[src/design/wseq_pkg.sv]
/*
 * Package of the start-up write sequencer: register indexes, entry layout,
 * step timing and the default program.
 * Assumes a 40 MHz hclk and 32-bit single-word AHB-Lite access.
 */
package wseq_pkg;

    // ------------------------------------------------------------
    // register indexes (byte address is four times the index)
    // ------------------------------------------------------------
    localparam logic [7:0] REG_BIAS = 8'h04;
    localparam logic [7:0] REG_REFERENCE = 8'h05;
    localparam logic [7:0] REG_PHONE_GAIN = 8'h0E;
    localparam logic [7:0] REG_LINE_GAIN = 8'h0F;
    localparam logic [7:0] REG_CONVERTER = 8'h12;
    localparam logic [7:0] REG_CLOCKING = 8'h16;
    localparam logic [7:0] REG_OFFSET_ENABLE = 8'h43;
    localparam logic [7:0] REG_OFFSET_TRIGGER = 8'h44;
    localparam logic [7:0] REG_PHONE_STAGE = 8'h5A;
    localparam logic [7:0] REG_LINE_STAGE = 8'h5E;
    localparam logic [7:0] REG_CHARGE_PUMP = 8'h62;
    localparam logic [7:0] REG_SEQ_INDEX = 8'h6C;
    localparam logic [7:0] REG_SEQ_TARGET = 8'h6D;
    localparam logic [7:0] REG_SEQ_DATA = 8'h6E;
    localparam logic [7:0] REG_SEQ_START = 8'h6F;
    localparam logic [7:0] REG_DUMMY = 8'hFF;
    localparam int CTRL_COUNT = 11;
    localparam logic [3:0] SLOT_NONE = 4'hF;

    // ------------------------------------------------------------
    // sequencer register fields and reset values
    // ------------------------------------------------------------
    localparam int START_GO_BIT = 8;
    localparam int BUSY_BIT = 8;
    localparam int SEQ_EOS_BIT = 14;
    localparam int SEQ_FIELD_BIT = 8;
    localparam int SEQ_WIDTH_BIT = 12;
    localparam logic [15:0] CTRL_RESET = 16'h0000;

    // ------------------------------------------------------------
    // memory entry layout: eos, delay, width, start, addr, data
    // ------------------------------------------------------------
    localparam int ENTRY_W = 28;
    localparam int DEPTH = 32;
    localparam int E_DATA = 0;
    localparam int E_ADDR = 8;
    localparam int E_START = 16;
    localparam int E_WIDTH = 20;
    localparam int E_DELAY = 23;
    localparam int E_EOS = 27;

    // ------------------------------------------------------------
    // step timing: unit of 62.5 us, step = unit * (2^delay + 8)
    // ------------------------------------------------------------
    localparam int CLK_PERIOD_PS = 25000;
    localparam int STEP_UNIT_PS = 62500000;
    localparam int STEP_UNIT_CYCLES = STEP_UNIT_PS / CLK_PERIOD_PS;
    localparam int STEP_BASE_UNITS = 8;

    typedef enum logic [1:0] {
        ST_IDLE = 2'b00,
        ST_FETCH = 2'b01,
        ST_APPLY = 2'b11,
        ST_WAIT = 2'b10
    } seq_state_t;

    function automatic logic [ENTRY_W-1:0] mk(input logic [7:0] addr,
                                              input logic [2:0] width,
                                              input logic [3:0] start,
                                              input logic [7:0] data,
                                              input logic [3:0] delay,
                                              input logic eos);
        mk = {eos, delay, width, start, addr, data};
    endfunction

    // default program; unused entries are dummy writes
    function automatic logic [ENTRY_W-1:0] default_entry(input int idx);
        case (idx)
            0: default_entry = mk(REG_BIAS, 3'h4, 4'h0, 8'h1A, 4'h0, 1'b0);
            1: default_entry = mk(REG_REFERENCE, 3'h7, 4'h0, 8'h47, 4'h6, 1'b0);
            2: default_entry = mk(REG_REFERENCE, 3'h1, 4'h1, 8'h01, 4'h0, 1'b0);
            3: default_entry = mk(REG_BIAS, 3'h0, 4'h0, 8'h01, 4'h0, 1'b0);
            4: default_entry = mk(REG_PHONE_GAIN, 3'h1, 4'h0, 8'h03, 4'h0, 1'b0);
            5: default_entry = mk(REG_LINE_GAIN, 3'h1, 4'h0, 8'h03, 4'h0, 1'b0);
            6: default_entry = mk(REG_CLOCKING, 3'h0, 4'h1, 8'h01, 4'h0, 1'b0);
            7: default_entry = mk(REG_CONVERTER, 3'h1, 4'h2, 8'h03, 4'h5, 1'b0);
            9: default_entry = mk(REG_BIAS, 3'h0, 4'h4, 8'h00, 4'h0, 1'b0);
            10: default_entry = mk(REG_CHARGE_PUMP, 3'h0, 4'h0, 8'h01, 4'h6, 1'b0);
            12: default_entry = mk(REG_PHONE_STAGE, 3'h7, 4'h0, 8'h11, 4'h0, 1'b0);
            13: default_entry = mk(REG_LINE_STAGE, 3'h7, 4'h0, 8'h11, 4'h0, 1'b0);
            14: default_entry = mk(REG_PHONE_STAGE, 3'h7, 4'h0, 8'h33, 4'h0, 1'b0);
            15: default_entry = mk(REG_LINE_STAGE, 3'h7, 4'h0, 8'h33, 4'h0, 1'b0);
            16: default_entry = mk(REG_OFFSET_ENABLE, 3'h3, 4'h0, 8'h0F, 4'hC, 1'b0);
            17: default_entry = mk(REG_OFFSET_TRIGGER, 3'h7, 4'h0, 8'hF0, 4'h0, 1'b0);
            19: default_entry = mk(REG_PHONE_STAGE, 3'h7, 4'h0, 8'h77, 4'h0, 1'b0);
            20: default_entry = mk(REG_LINE_STAGE, 3'h7, 4'h0, 8'h77, 4'h0, 1'b0);
            21: default_entry = mk(REG_PHONE_STAGE, 3'h7, 4'h0, 8'hFF, 4'h0, 1'b0);
            22: default_entry = mk(REG_LINE_STAGE, 3'h7, 4'h0, 8'hFF, 4'h0, 1'b1);
            default: default_entry = mk(REG_DUMMY, 3'h0, 4'h0, 8'h00, 4'h0, 1'b0);
        endcase
    endfunction

endpackage

[src/design/wseq_top.sv]
/*
 * Control write sequencer with its target control registers, AHB-Lite slave.
 * Assumes a single AHB-Lite master, single word transfers, hclk at 40 MHz.
 */
// Notes on behaviour
// - run from the index in the start write until end flag
// - whole default program lasts about 280ms
// - entry 0 sets bias current select
// - entry 1 enables reference and buffer
// - entry 2 changes reference divider select
// - entries 3-6 enable bias, gains, clock
// - entry 7 enables both converters
// - entries 8,11,18,23,24 are dummy writes
// - entry 9 clears bit 4 of 04h
// - entry 10 enables charge pump, 4.5ms
// - entries 12-15 enable phone, line stages
// - entry 16 enables offset correction channels
// - entry 17 triggers start-up offset correction
// - entries 19-21 enable outputs, release shorts
// - entry 22 ends the sequence
// - step lasts 62.5us times 2^delay+8
// - only the start/width field is updated
// - writes to FFh change nothing
`timescale 1ns/1ps
module wseq_top #(
    parameter int STEP_UNIT_CYCLES = wseq_pkg::STEP_UNIT_CYCLES
) (
    // clock and reset
    input wire logic hclk,
    input wire logic hresetn,
    // ahb-lite slave
    input wire logic hsel,
    input wire logic [31:0] haddr,
    input wire logic [1:0] htrans,
    input wire logic hwrite,
    input wire logic [2:0] hsize,
    input wire logic [31:0] hwdata,
    input wire logic hready,
    output logic hreadyout,
    output logic hresp,
    output logic [31:0] hrdata,
    // block enables and sequencer busy
    output logic bias_enable,
    output logic reference_enable,
    output logic left_converter_enable,
    output logic right_converter_enable,
    output logic charge_pump_enable,
    output logic sequencer_busy
);
    localparam int AW = 5;

    // maps a register index onto a control register slot
    function automatic logic [3:0] reg_slot(input logic [7:0] a);
        case (a)
            wseq_pkg::REG_BIAS: reg_slot = 4'h0;
            wseq_pkg::REG_REFERENCE: reg_slot = 4'h1;
            wseq_pkg::REG_PHONE_GAIN: reg_slot = 4'h2;
            wseq_pkg::REG_LINE_GAIN: reg_slot = 4'h3;
            wseq_pkg::REG_CONVERTER: reg_slot = 4'h4;
            wseq_pkg::REG_CLOCKING: reg_slot = 4'h5;
            wseq_pkg::REG_OFFSET_ENABLE: reg_slot = 4'h6;
            wseq_pkg::REG_OFFSET_TRIGGER: reg_slot = 4'h7;
            wseq_pkg::REG_PHONE_STAGE: reg_slot = 4'h8;
            wseq_pkg::REG_LINE_STAGE: reg_slot = 4'h9;
            wseq_pkg::REG_CHARGE_PUMP: reg_slot = 4'hA;
            default: reg_slot = wseq_pkg::SLOT_NONE;
        endcase
    endfunction

    // ------------------------------------------------------------
    // bus address and data phase
    // ------------------------------------------------------------
    logic wr_phase;
    logic rd_phase;
    logic rd_wait;
    logic [7:0] phase_index;

    wire take = hsel && hready && htrans[1];
    wire [7:0] bus_index = phase_index;
    wire bus_wr = wr_phase;
    wire [3:0] bus_slot = reg_slot(bus_index);

    always_ff @(posedge hclk or negedge hresetn) begin
        if (!hresetn) begin
            wr_phase <= 1'b0;
            rd_phase <= 1'b0;
            phase_index <= 8'h00;
        end else if (hreadyout) begin
            wr_phase <= take && hwrite;
            rd_phase <= take && !hwrite;
            phase_index <= haddr[9:2];
        end
    end

    // one wait state on reads because the read data is registered
    always_ff @(posedge hclk or negedge hresetn) begin
        if (!hresetn) begin
            rd_wait <= 1'b0;
        end else begin
            rd_wait <= rd_phase && !rd_wait;
        end
    end

    assign hreadyout = !(rd_phase && !rd_wait);
    assign hresp = 1'b0;

    // ------------------------------------------------------------
    // sequencer programming registers
    // ------------------------------------------------------------
    logic [AW-1:0] write_index;
    logic [14:0] seq_target;
    logic [14:0] seq_data;

    wire wr_index = bus_wr && bus_index == wseq_pkg::REG_SEQ_INDEX;
    wire wr_target = bus_wr && bus_index == wseq_pkg::REG_SEQ_TARGET;
    wire wr_data = bus_wr && bus_index == wseq_pkg::REG_SEQ_DATA;
    wire wr_start = bus_wr && bus_index == wseq_pkg::REG_SEQ_START;

    wire [14:0] next_target = wr_target ? hwdata[14:0] : seq_target;
    wire [14:0] next_data = wr_data ? hwdata[14:0] : seq_data;
    wire mem_wr = wr_target || wr_data;

    wire [wseq_pkg::ENTRY_W-1:0] mem_wdata = {next_data[wseq_pkg::SEQ_EOS_BIT],
        next_data[11:8], next_target[14:12], next_target[11:8], next_target[7:0],
        next_data[7:0]};

    always_ff @(posedge hclk or negedge hresetn) begin
        if (!hresetn) begin
            write_index <= '0;
            seq_target <= 15'h0000;
            seq_data <= 15'h0000;
        end else begin
            if (wr_index) begin
                write_index <= hwdata[AW-1:0];
            end
            seq_target <= next_target;
            seq_data <= next_data;
        end
    end

    // ------------------------------------------------------------
    // program memory
    // ------------------------------------------------------------
    logic [AW-1:0] cur_index;
    logic [wseq_pkg::ENTRY_W-1:0] entry;

    wseq_memory #(
        .WIDTH(wseq_pkg::ENTRY_W),
        .DEPTH(wseq_pkg::DEPTH),
        .AW(AW)
    ) u_memory (
        .hclk(hclk),
        .hresetn(hresetn),
        .wr_en(mem_wr),
        .wr_addr(write_index),
        .wr_data(mem_wdata),
        .rd_addr(cur_index),
        .rd_data(entry)
    );

    // ------------------------------------------------------------
    // entry decode and field merge
    // ------------------------------------------------------------
    wire [7:0] e_data = entry[wseq_pkg::E_DATA +: 8];
    wire [7:0] e_addr = entry[wseq_pkg::E_ADDR +: 8];
    wire [3:0] e_start = entry[wseq_pkg::E_START +: 4];
    wire [2:0] e_width = entry[wseq_pkg::E_WIDTH +: 3];
    wire [3:0] e_delay = entry[wseq_pkg::E_DELAY +: 4];
    wire e_eos = entry[wseq_pkg::E_EOS];

    wire [3:0] seq_slot = reg_slot(e_addr);
    // width code n covers n+1 bits
    wire [15:0] width_mask = 16'((17'h00002 << e_width) - 17'h00001);
    wire [15:0] field_mask = width_mask << e_start;
    wire [15:0] field_bits = ({8'h00, e_data} & width_mask) << e_start;
    wire [16:0] step_units = (17'h00001 << e_delay) + 17'(wseq_pkg::STEP_BASE_UNITS);

    // ------------------------------------------------------------
    // step state machine
    // ------------------------------------------------------------
    wseq_pkg::seq_state_t state;
    wseq_pkg::seq_state_t next_state;
    logic [15:0] unit_cnt;
    logic [16:0] units_left;
    logic [15:0] ctrl [wseq_pkg::CTRL_COUNT];

    wire unit_end = unit_cnt == 16'(STEP_UNIT_CYCLES - 1);
    wire step_end = state == wseq_pkg::ST_WAIT && unit_end && units_left == 17'h00001;
    wire go = wr_start && hwdata[wseq_pkg::START_GO_BIT];
    wire apply = state == wseq_pkg::ST_APPLY;

    always_comb begin
        next_state = state;
        case (state)
            wseq_pkg::ST_IDLE: next_state = go ? wseq_pkg::ST_FETCH : wseq_pkg::ST_IDLE;
            wseq_pkg::ST_FETCH: next_state = wseq_pkg::ST_APPLY;
            wseq_pkg::ST_APPLY: next_state = wseq_pkg::ST_WAIT;
            wseq_pkg::ST_WAIT: begin
                if (step_end) begin
                    next_state = e_eos ? wseq_pkg::ST_IDLE : wseq_pkg::ST_FETCH;
                end
            end
            default: next_state = wseq_pkg::ST_IDLE;
        endcase
    end

    always_ff @(posedge hclk or negedge hresetn) begin
        if (!hresetn) begin
            state <= wseq_pkg::ST_IDLE;
            cur_index <= '0;
        end else begin
            state <= next_state;
            // start ignored while busy
            if (state == wseq_pkg::ST_IDLE && go) begin
                cur_index <= hwdata[AW-1:0];
            end else if (step_end && !e_eos) begin
                cur_index <= cur_index + AW'(1);
            end
        end
    end

    // whole step including fetch and apply lasts step_units units
    always_ff @(posedge hclk or negedge hresetn) begin
        if (!hresetn) begin
            unit_cnt <= 16'h0000;
            units_left <= 17'h00000;
        end else if (state == wseq_pkg::ST_IDLE) begin
            unit_cnt <= 16'h0000;
            units_left <= 17'h00000;
        end else if (step_end) begin
            unit_cnt <= 16'h0000;
        end else begin
            unit_cnt <= unit_end ? 16'h0000 : unit_cnt + 16'h0001;
            if (apply) begin
                units_left <= step_units;
            end else if (unit_end) begin
                units_left <= units_left - 17'h00001;
            end
        end
    end

    // ------------------------------------------------------------
    // control registers: bus write after sequencer merge
    // ------------------------------------------------------------
    for (genvar i = 0; i < wseq_pkg::CTRL_COUNT; i++) begin : g_ctrl
        wire seq_hit = apply && seq_slot == 4'(i);
        wire bus_hit = bus_wr && bus_slot == 4'(i);

        always_ff @(posedge hclk or negedge hresetn) begin
            if (!hresetn) begin
                ctrl[i] <= wseq_pkg::CTRL_RESET;
            end else if (bus_hit) begin
                ctrl[i] <= hwdata[15:0];
            end else if (seq_hit) begin
                ctrl[i] <= (ctrl[i] & ~field_mask) | field_bits;
            end
        end
    end

    // ------------------------------------------------------------
    // read data and block outputs
    // ------------------------------------------------------------
    wire busy = state != wseq_pkg::ST_IDLE;
    wire [15:0] ctrl_rd = (bus_slot == wseq_pkg::SLOT_NONE) ? 16'h0000 : ctrl[bus_slot];
    wire [15:0] start_rd = {7'h00, busy, 3'h0, cur_index};

    wire [15:0] read_value =
        (bus_index == wseq_pkg::REG_SEQ_INDEX) ? {11'h000, write_index} :
        (bus_index == wseq_pkg::REG_SEQ_TARGET) ? {1'b0, seq_target} :
        (bus_index == wseq_pkg::REG_SEQ_DATA) ? {1'b0, seq_data} :
        (bus_index == wseq_pkg::REG_SEQ_START) ? start_rd : ctrl_rd;

    always_ff @(posedge hclk or negedge hresetn) begin
        if (!hresetn) begin
            hrdata <= 32'h00000000;
        end else if (rd_phase && !rd_wait) begin
            hrdata <= {16'h0000, read_value};
        end
    end

    assign bias_enable = ctrl[0][0];
    assign reference_enable = ctrl[1][0];
    assign right_converter_enable = ctrl[4][2];
    assign left_converter_enable = ctrl[4][3];
    assign charge_pump_enable = ctrl[10][0];
    assign sequencer_busy = busy;
endmodule

[src/design/wseq_memory.sv]
/*
 * Sequencer program memory: one write port, registered read data.
 * Assumes hardware reset only; each word comes up holding the default program.
 */
`timescale 1ns/1ps
module wseq_memory #(
    parameter int WIDTH = 28,
    parameter int DEPTH = 32,
    parameter int AW = 5
) (
    // clock and reset
    input wire logic hclk,
    input wire logic hresetn,
    // write port
    input wire logic wr_en,
    input wire logic [AW-1:0] wr_addr,
    input wire logic [WIDTH-1:0] wr_data,
    // read port
    input wire logic [AW-1:0] rd_addr,
    output logic [WIDTH-1:0] rd_data
);
    logic [WIDTH-1:0] words [DEPTH];

    // ------------------------------------------------------------
    // storage, reset to the default program
    // ------------------------------------------------------------
    for (genvar i = 0; i < DEPTH; i++) begin : g_word
        always_ff @(posedge hclk or negedge hresetn) begin
            if (!hresetn) begin
                words[i] <= WIDTH'(wseq_pkg::default_entry(i));
            end else if (wr_en && wr_addr == AW'(i)) begin
                words[i] <= wr_data;
            end
        end
    end

    always_ff @(posedge hclk or negedge hresetn) begin
        if (!hresetn) begin
            rd_data <= '0;
        end else begin
            rd_data <= words[rd_addr];
        end
    end
endmodule

[config.mk]
export PLATFORM = sky130hd
export DESIGN_NAME = wseq_top
export DESIGN_NICKNAME = d
export VERILOG_FILES = /design/src/design/wseq_pkg.sv /design/src/design/wseq_top.sv /design/src/design/wseq_memory.sv
export SDC_FILE = /design/constraint.sdc
export NUM_CORES = 2
export LEC_CHECK = 0
export ABC_AREA = 1
export ABC_CLOCK_PERIOD_IN_PS = 2650
export BUFFER_PORTS_ARGS = -buffer_cell sky130_fd_sc_hd__buf_2
export CAP_MARGIN = 20
export CORE_AREA = 2 2 357 359
export DETAILED_ROUTE_END_ITERATION = 8
export DIE_AREA = 0 0 359 361
export GPL_TIMING_DRIVEN = 0
export PLACE_DENSITY = 0.71
export SYNTH_ARGS = -nofsm -noshare
export SYNTH_HDL_FRONTEND = slang
export SYNTH_SLANG_ARGS = --single-unit
[constraint.sdc]
create_clock -name hclk -period 2.65 [get_ports hclk]
set_clock_uncertainty 0.05 [all_clocks]
set_input_delay 0.53 -clock hclk [delete_from_list [all_inputs] [get_ports hclk]]
set_output_delay 0.53 -clock hclk [all_outputs]
set_load 0.03 [all_outputs]
-- Word-level counts from Yosys, hierarchy flattened
Cells that the tools add are included.
- word-level logic and storage cells: 321
- bits of input ports: 74
- register bits: 1202
- muxes and demuxes: 50
- bitwise gates (word level): 26
- equality and inequality tests: 85
- add/sub/neg operators: 5
- order comparisons: 2
- reduce and logical (&&, ||, !) cells: 92
- shift-type cells: 4
- operator list (cell ; count):
    16-bit 2-to-1 mux ; 32
    16-bit AND ; 11
    16-bit OR ; 11
    28-bit binary-select mux with 5-bit select ; 1
    8-bit by 7-bit == test with 1-bit output, second input constant ; 14
    4-bit case mux with 11 select lines ; 2
    5-bit == test, second input constant ; 16
    1-bit logical AND ; 68
    17-bit 2-to-1 mux ; 4
    16-bit binary-select mux with 4-bit select ; 1
    28-bit 2-to-1 mux ; 2
    5-bit by 4-bit == test with 1-bit output, second input constant ; 8
    4-bit by 3-bit == test with 1-bit output, second input constant ; 8
    8-bit by 3-bit == test with 1-bit output, second input constant ; 4
    8-bit by 4-bit == test with 1-bit output, second input constant ; 4
    8-bit by 5-bit == test with 1-bit output, second input constant ; 4
    16-bit by 4-bit << shifter with 16-bit output ; 2
    15-bit 2-to-1 mux ; 2
    4-bit == test, second input constant ; 7
    2-bit nonzero test ; 13
    5-bit by 3-bit == test with 1-bit output, second input constant ; 4
    17-bit by 4-bit adder with 17-bit output, second input constant ; 1
    17-bit by 1-bit == test with 1-bit output, second input constant ; 1
    1-bit by 4-bit << shifter with 17-bit output, first input constant ; 1
    31 further kinds ; 43

-- Longest topological paths before layout
- word-level depth: 11
- gate-level depth with buffers: 19
- depth with buffers taken out: 18

-- Cells and area by module
From an unflattened synthesis, not the netlist that was laid out.
- cells, all modules: 7565
- area total of the unflattened synthesis: 58782.6 um2
- by module, submodules not included (module ; cells an instance ; area an instance (um2) ; sequential area each (um2) ; instances):
    wseq_memory ; 5212 ; 41916.5 ; 23465.0 ; 1
    wseq_top ; 2353 ; 16866.2 ; 6956.7 ; 1

-- Worst setup path before layout
No wires, ideal clock.
- kind: flip-flop to flip-flop
- from: register phase_index[3], in the netlist bus_index[3]
- to: register ctrl[51] (netlist bit)
- period minus slack after synthesis: 2.122 ns
- buffers on the path: 1
- setup time: 0.148 ns
- stages on the path, launching flop included: 14
- setup slack: 0.528 ns
- arrival: 1.924 ns
- cell sequence: dfrtp_1 -> nand2_2 -> inv_2 -> nand2_1 -> nor2_1 -> nor2_1 -> nand3_4 -> nand2_4 -> nand2_2 -> nor3_1 -> inv_2 -> buf_6 -> nand3_1 -> o221ai_1
- longest elaborated chain between the ends: 5
- elaborated cells between the ends (all ways): 16
- those cells by class: 12 x eq/ne; 2 x mux; 2 x reduce/logical
- RTL lines (item ; line ; source):
    start: declaration ; wseq_top.sv:76 ; logic [7:0] phase_index;
    start signal: assignment ; wseq_top.sv:91 ; phase_index <= haddr[9:2];
    8-bit by 7-bit == test with 1-bit output, or another cell as far along ; wseq_top.sv:54 ; case (a)
    4-bit case mux with 11 select lines * ; wseq_top.sv:54 ;
    4-bit by 3-bit == test with 1-bit output * ; wseq_top.sv:247 ; wire bus_hit = bus_wr && bus_slot == 4'(i);
    1-bit logical AND * ; wseq_top.sv:247 ;
    16-bit 2-to-1 mux / 2-bit nonzero test (equally long branches) ; - ;
    end signal: indexed assignment ; wseq_top.sv:251 ; ctrl[i] <= wseq_pkg::CTRL_RESET;
    end signal: indexed assignment ; wseq_top.sv:253 ; ctrl[i] <= hwdata[15:0];
    end signal: indexed assignment ; wseq_top.sv:255 ; ctrl[i] <= (ctrl[i] & ~field_mask) | field_bits;
    end: declaration ; wseq_top.sv:185 ; logic [15:0] ctrl [wseq_pkg::CTRL_COUNT];
Mark *: on every way between the ends. The rest lies on a longest branch, timed or not.
A chain may end at the register's enable or synchronous reset.

-- Worst setup path in the final report
- from: register cur_index[0]
- to: register u_memory.rd_data[25]
- longest elaborated chain between the ends: 4
- RTL lines (item ; line ; source):
    start: declaration ; wseq_top.sv:144 ; logic [AW-1:0] cur_index;
    start signal: assignment ; wseq_top.sv:215 ; cur_index <= hwdata[AW-1:0];
    start signal: assignment ; wseq_top.sv:217 ; cur_index <= cur_index + AW'(1);
    5-bit NOT with 6-bit output (implied by the code) ; wseq_memory.sv:41 ; rd_data <= words[rd_addr];
    28-bit binary-select mux with 5-bit select ; wseq_memory.sv:41 ;
    28-bit 2-to-1 mux (implied by the code) (2 in series) ; wseq_memory.sv:41 ;
    end signal: assignment ; wseq_memory.sv:41 ;
    end: declaration ; wseq_memory.sv:20 ; output logic [WIDTH-1:0] rd_data
Every way passes these cells. The select of a mux whose other input is x is not followed.

==> impl_results.md <==
* Final Setup Violations at 27
* Synth Area in Adders at 0.109%
* Non-Filler Instances at 9068
* Post-Route WL at 258 mm
* Synth cell types at 61
* CP top delay family: buffers and inverters
* Max incr delay on CP at 600 ps
* Vias in the first global route at 54.2k
* Crit-path max FO at 10
* Grt ovf at 0
* Commonest non-fill, non-tap cell in the layout: nand2_1
* Average wire per standard cell at 28.4 µm
* Final Net Count at 7384
* Max Slew Vio Count at 0
* GPL Wtd Cong at 1.06
* Final Hold Vio Count at 90
* Core Area at 0.125 mm²
* Leading cell types in the layout, fill and taps excluded: nand2_1, o21ai_0, dfrtp_1, nor2_1, inv_1
* Number of CTS-inserted buffers at 136
* Die height at 361 µm
* Startpoint types: flip-flop
* Root buf cell: clkbuf_16
* Synth Area in Compound Gates at 21.6%
* Setup_tns at -1190 ps
* Syn-to-layout area delta at 19.5%
* Leading area contributor after synthesis: dfrtp_1
* Final worst-path setup slack at -120 ps
* Post-Synth XOR/XNOR Area at 0.106%
* Post-synth ARST share at 100%
* Register clock-pin slew on the reported worst setup and hold paths at 60 ps
* Worst Max-Slew Pin Slew at 1250 ps
* Post-placement cell count at 8708
* Area share of the largest cell type after synthesis at 40.3%
* Tmin final at 2770 ps
* Die Wd at 359 µm
* Worst min path class: in -> async
* Post-CTS Hold Fix Bufs at 13
* Die area at 0.130 mm²
* Syn. warnings at 0
* Peak supply drop at 0.680 mV
* Failing checks: hold timing, setup timing
* CP Cell Sequence: buf_12, inv_8, clkbuf_1, o21ai_0, o221ai_1, nand3_2, nand3_1, o21ai_4, inv_1
* Residual DRC at 0
* Crit path DAT at 3460 ps
* Worst R2R Start: cur_index[0]
* Starting density of the core at 46.0%
* Ys flop type: dfrtp_1
* Synth Area per Inst at 8.26 µm²
* Total power at 44.9 mW
* CTS tree: built
* Unrepaired setup endpoints after global routing: true
* Multiplexer share of the synthesized area at 0.0174%
* Max_cap viols at 0
* Worst setup startpoint: cur_index[0]
* H-tree depth at 4
* CP Class: reg -> reg
* Router iterations before antenna repair at 8
* Tcrit/Tclk final at 105%
* Seq/Total Area, Yosys at 52.8%
* Port bufs at 52
* Dpl hpwl at 183 mm
* Filler Cell Count at 11.5k
* Max Freq at 361 MHz
* Initial DRC count at 9168
* Largest family of logic cells by synthesized area: compound AO/OA/AOI/OAI gates
* Layout cells sized above 1 at 20.2%
* Pre-CTS setup slack at -1620 ps
* Post-Synth Simple-Gate Area at 18.4%
* Largest net degree at the start of global routing at 168
* Flops & latches, synth at 1202
* Maximum root-to-sink buffer count at 3
* Critical Path End Type: flip-flop
* WP buf/inv at 4
* Leak at 32.0 nW
* Io pins at 114
* Vias/cell at 6.36
* Post-synth EDFFs at 0
* Cells after Synth at 6978
* Worst hold margin at -392 ps
* Slowest CP cell: clkbuf_1
* Clock Latency Late Sink at 820 ps
* Initial antenna violation count at 6
* Required time of the worst setup path at 3340 ps
* Power Density at 652 mW/mm²
* Vias at 57.7k
* Max-slew headroom at 16.9%
* Status: complete, but fails checks
* Total track usage at 38.5%
* First-pass GRT wire length at 366 mm
* DRT antenna net count at 0
* Synth top area cells: dfrtp_1, o21ai_0, dfstp_2
* Rows at 130
* Clock sink count at 1202
* Mapped cell area at 0.0576 mm²
[cell families after synthesis]
logic type / Yosys count
and+or+nand+nor: 2619
buffers and inverters: 946
xor gates and xnor gates: 7
AOI/OAI and AO/OA: 2197
muxes: 1
DFF: 1202
other: 1
adders and majority gates: 5
[path summary, 6_finish.rpt]
check | to | slack (ps) | cells after the start
min reg2reg | unit_cnt[0] | 410 | 1
max in group asynchronous | u_memory.words[869] | 490 | 5
min | ctrl[59] | -390 | 1
min in group hclk | ctrl[78] | 30 | 3
max | u_memory.rd_data[25] | -120 | 9
max reg2reg | u_memory.rd_data[25] | -120 | 9
[cells in the mapped netlist (3+ instances only)]
master and n:
nor2_1 625, nand3_2 4, xor2_1 5, and3_1 4, o21ai_2 28, nand4_1 59
buf_6 31, nor2_2 10, o21ai_1 71, o221ai_1 207, o21ai_0 1522, buf_2 125
a31oi_1 5, inv_2 39, or2_2 16, o211ai_1 101, nand3_1 227, nand2_2 6
buf_4 24, buf_1 16, a22oi_1 6, nor2_4 6, clkbuf_1 393, o22ai_1 165
dfrtp_1 928, ha_1 5, a21oi_1 73, clkinv_1 13, nor3_1 27, nand2_1 1613
a221o_1 3, nor4_1 6, inv_1 304, o311ai_0 3, dfstp_2 274
[where the power goes]
group | switching, mW | internal (mW) | total [mW]
clock | 8.24 | 11.6 | 19.9
combinational | 3.94 | 1.88 | 5.82
sequential | 0.334 | 18.9 | 19.2
[flip-flops by register name (all words and copies together) (netlist names)]
register and flops:
bias_enable 1, bus_index 8, bus_wr 1, charge_pump_enable 1, ctrl 171, cur_index 5, hrdata 16, left_converter_enable 1
rd_phase 1, rd_wait 1, reference_enable 1, right_converter_enable 1, seq_data 15, seq_target 15, state 2, u_memory.rd_data 28
u_memory.words 896, unit_cnt 16, units_left 17, write_index 5
[per-layer routing]
metal  global-route usage, %  wire length (µm)  up-vias
met5                    1.81               408        -
met4                    34.4             27000       10
met3                    11.3             30900     1152
met2                    55.9            109000     4201
met1                    46.5             90700    28045
li1                        -                 -    24307
[cell type report]
| type | count | area [µm²] | share of cell area [%] |
|---|---|---|---|
| inverters | 356 | 1400 | 2.03 |
| diodes | 3 | 7.51 | 0.0109 |
| flip-flops and latches | 1202 | 30400 | 44.2 |
| multi-input cells | 4847 | 24700 | 35.8 |
| well taps | 1650 | 2060 | 3.00 |
| repair buffers | 177 | 1810 | 2.62 |
| plain buffers | 585 | 3840 | 5.58 |
| clock buffers | 210 | 4070 | 5.91 |
| clock inverters | 38 | 578 | 0.839 |
[timing repair]
action,CTS,global route
cloned,2,12
hold endpoints to repair,106,90
gates resized for setup,527,616
buffers inserted,18,69
setup endpoints to repair,1286,1270
pin swaps,22,88
[through the flow]
stage	utilization (%)	instance area, µm²
after floorplan	-	57700
after global placement	47.9	60000
after detailed placement	48.1	60300
after CTS	53.0	66500
after global routing	54.9	68900
final	54.9	68900
Power figures use the tool's default switching activity.
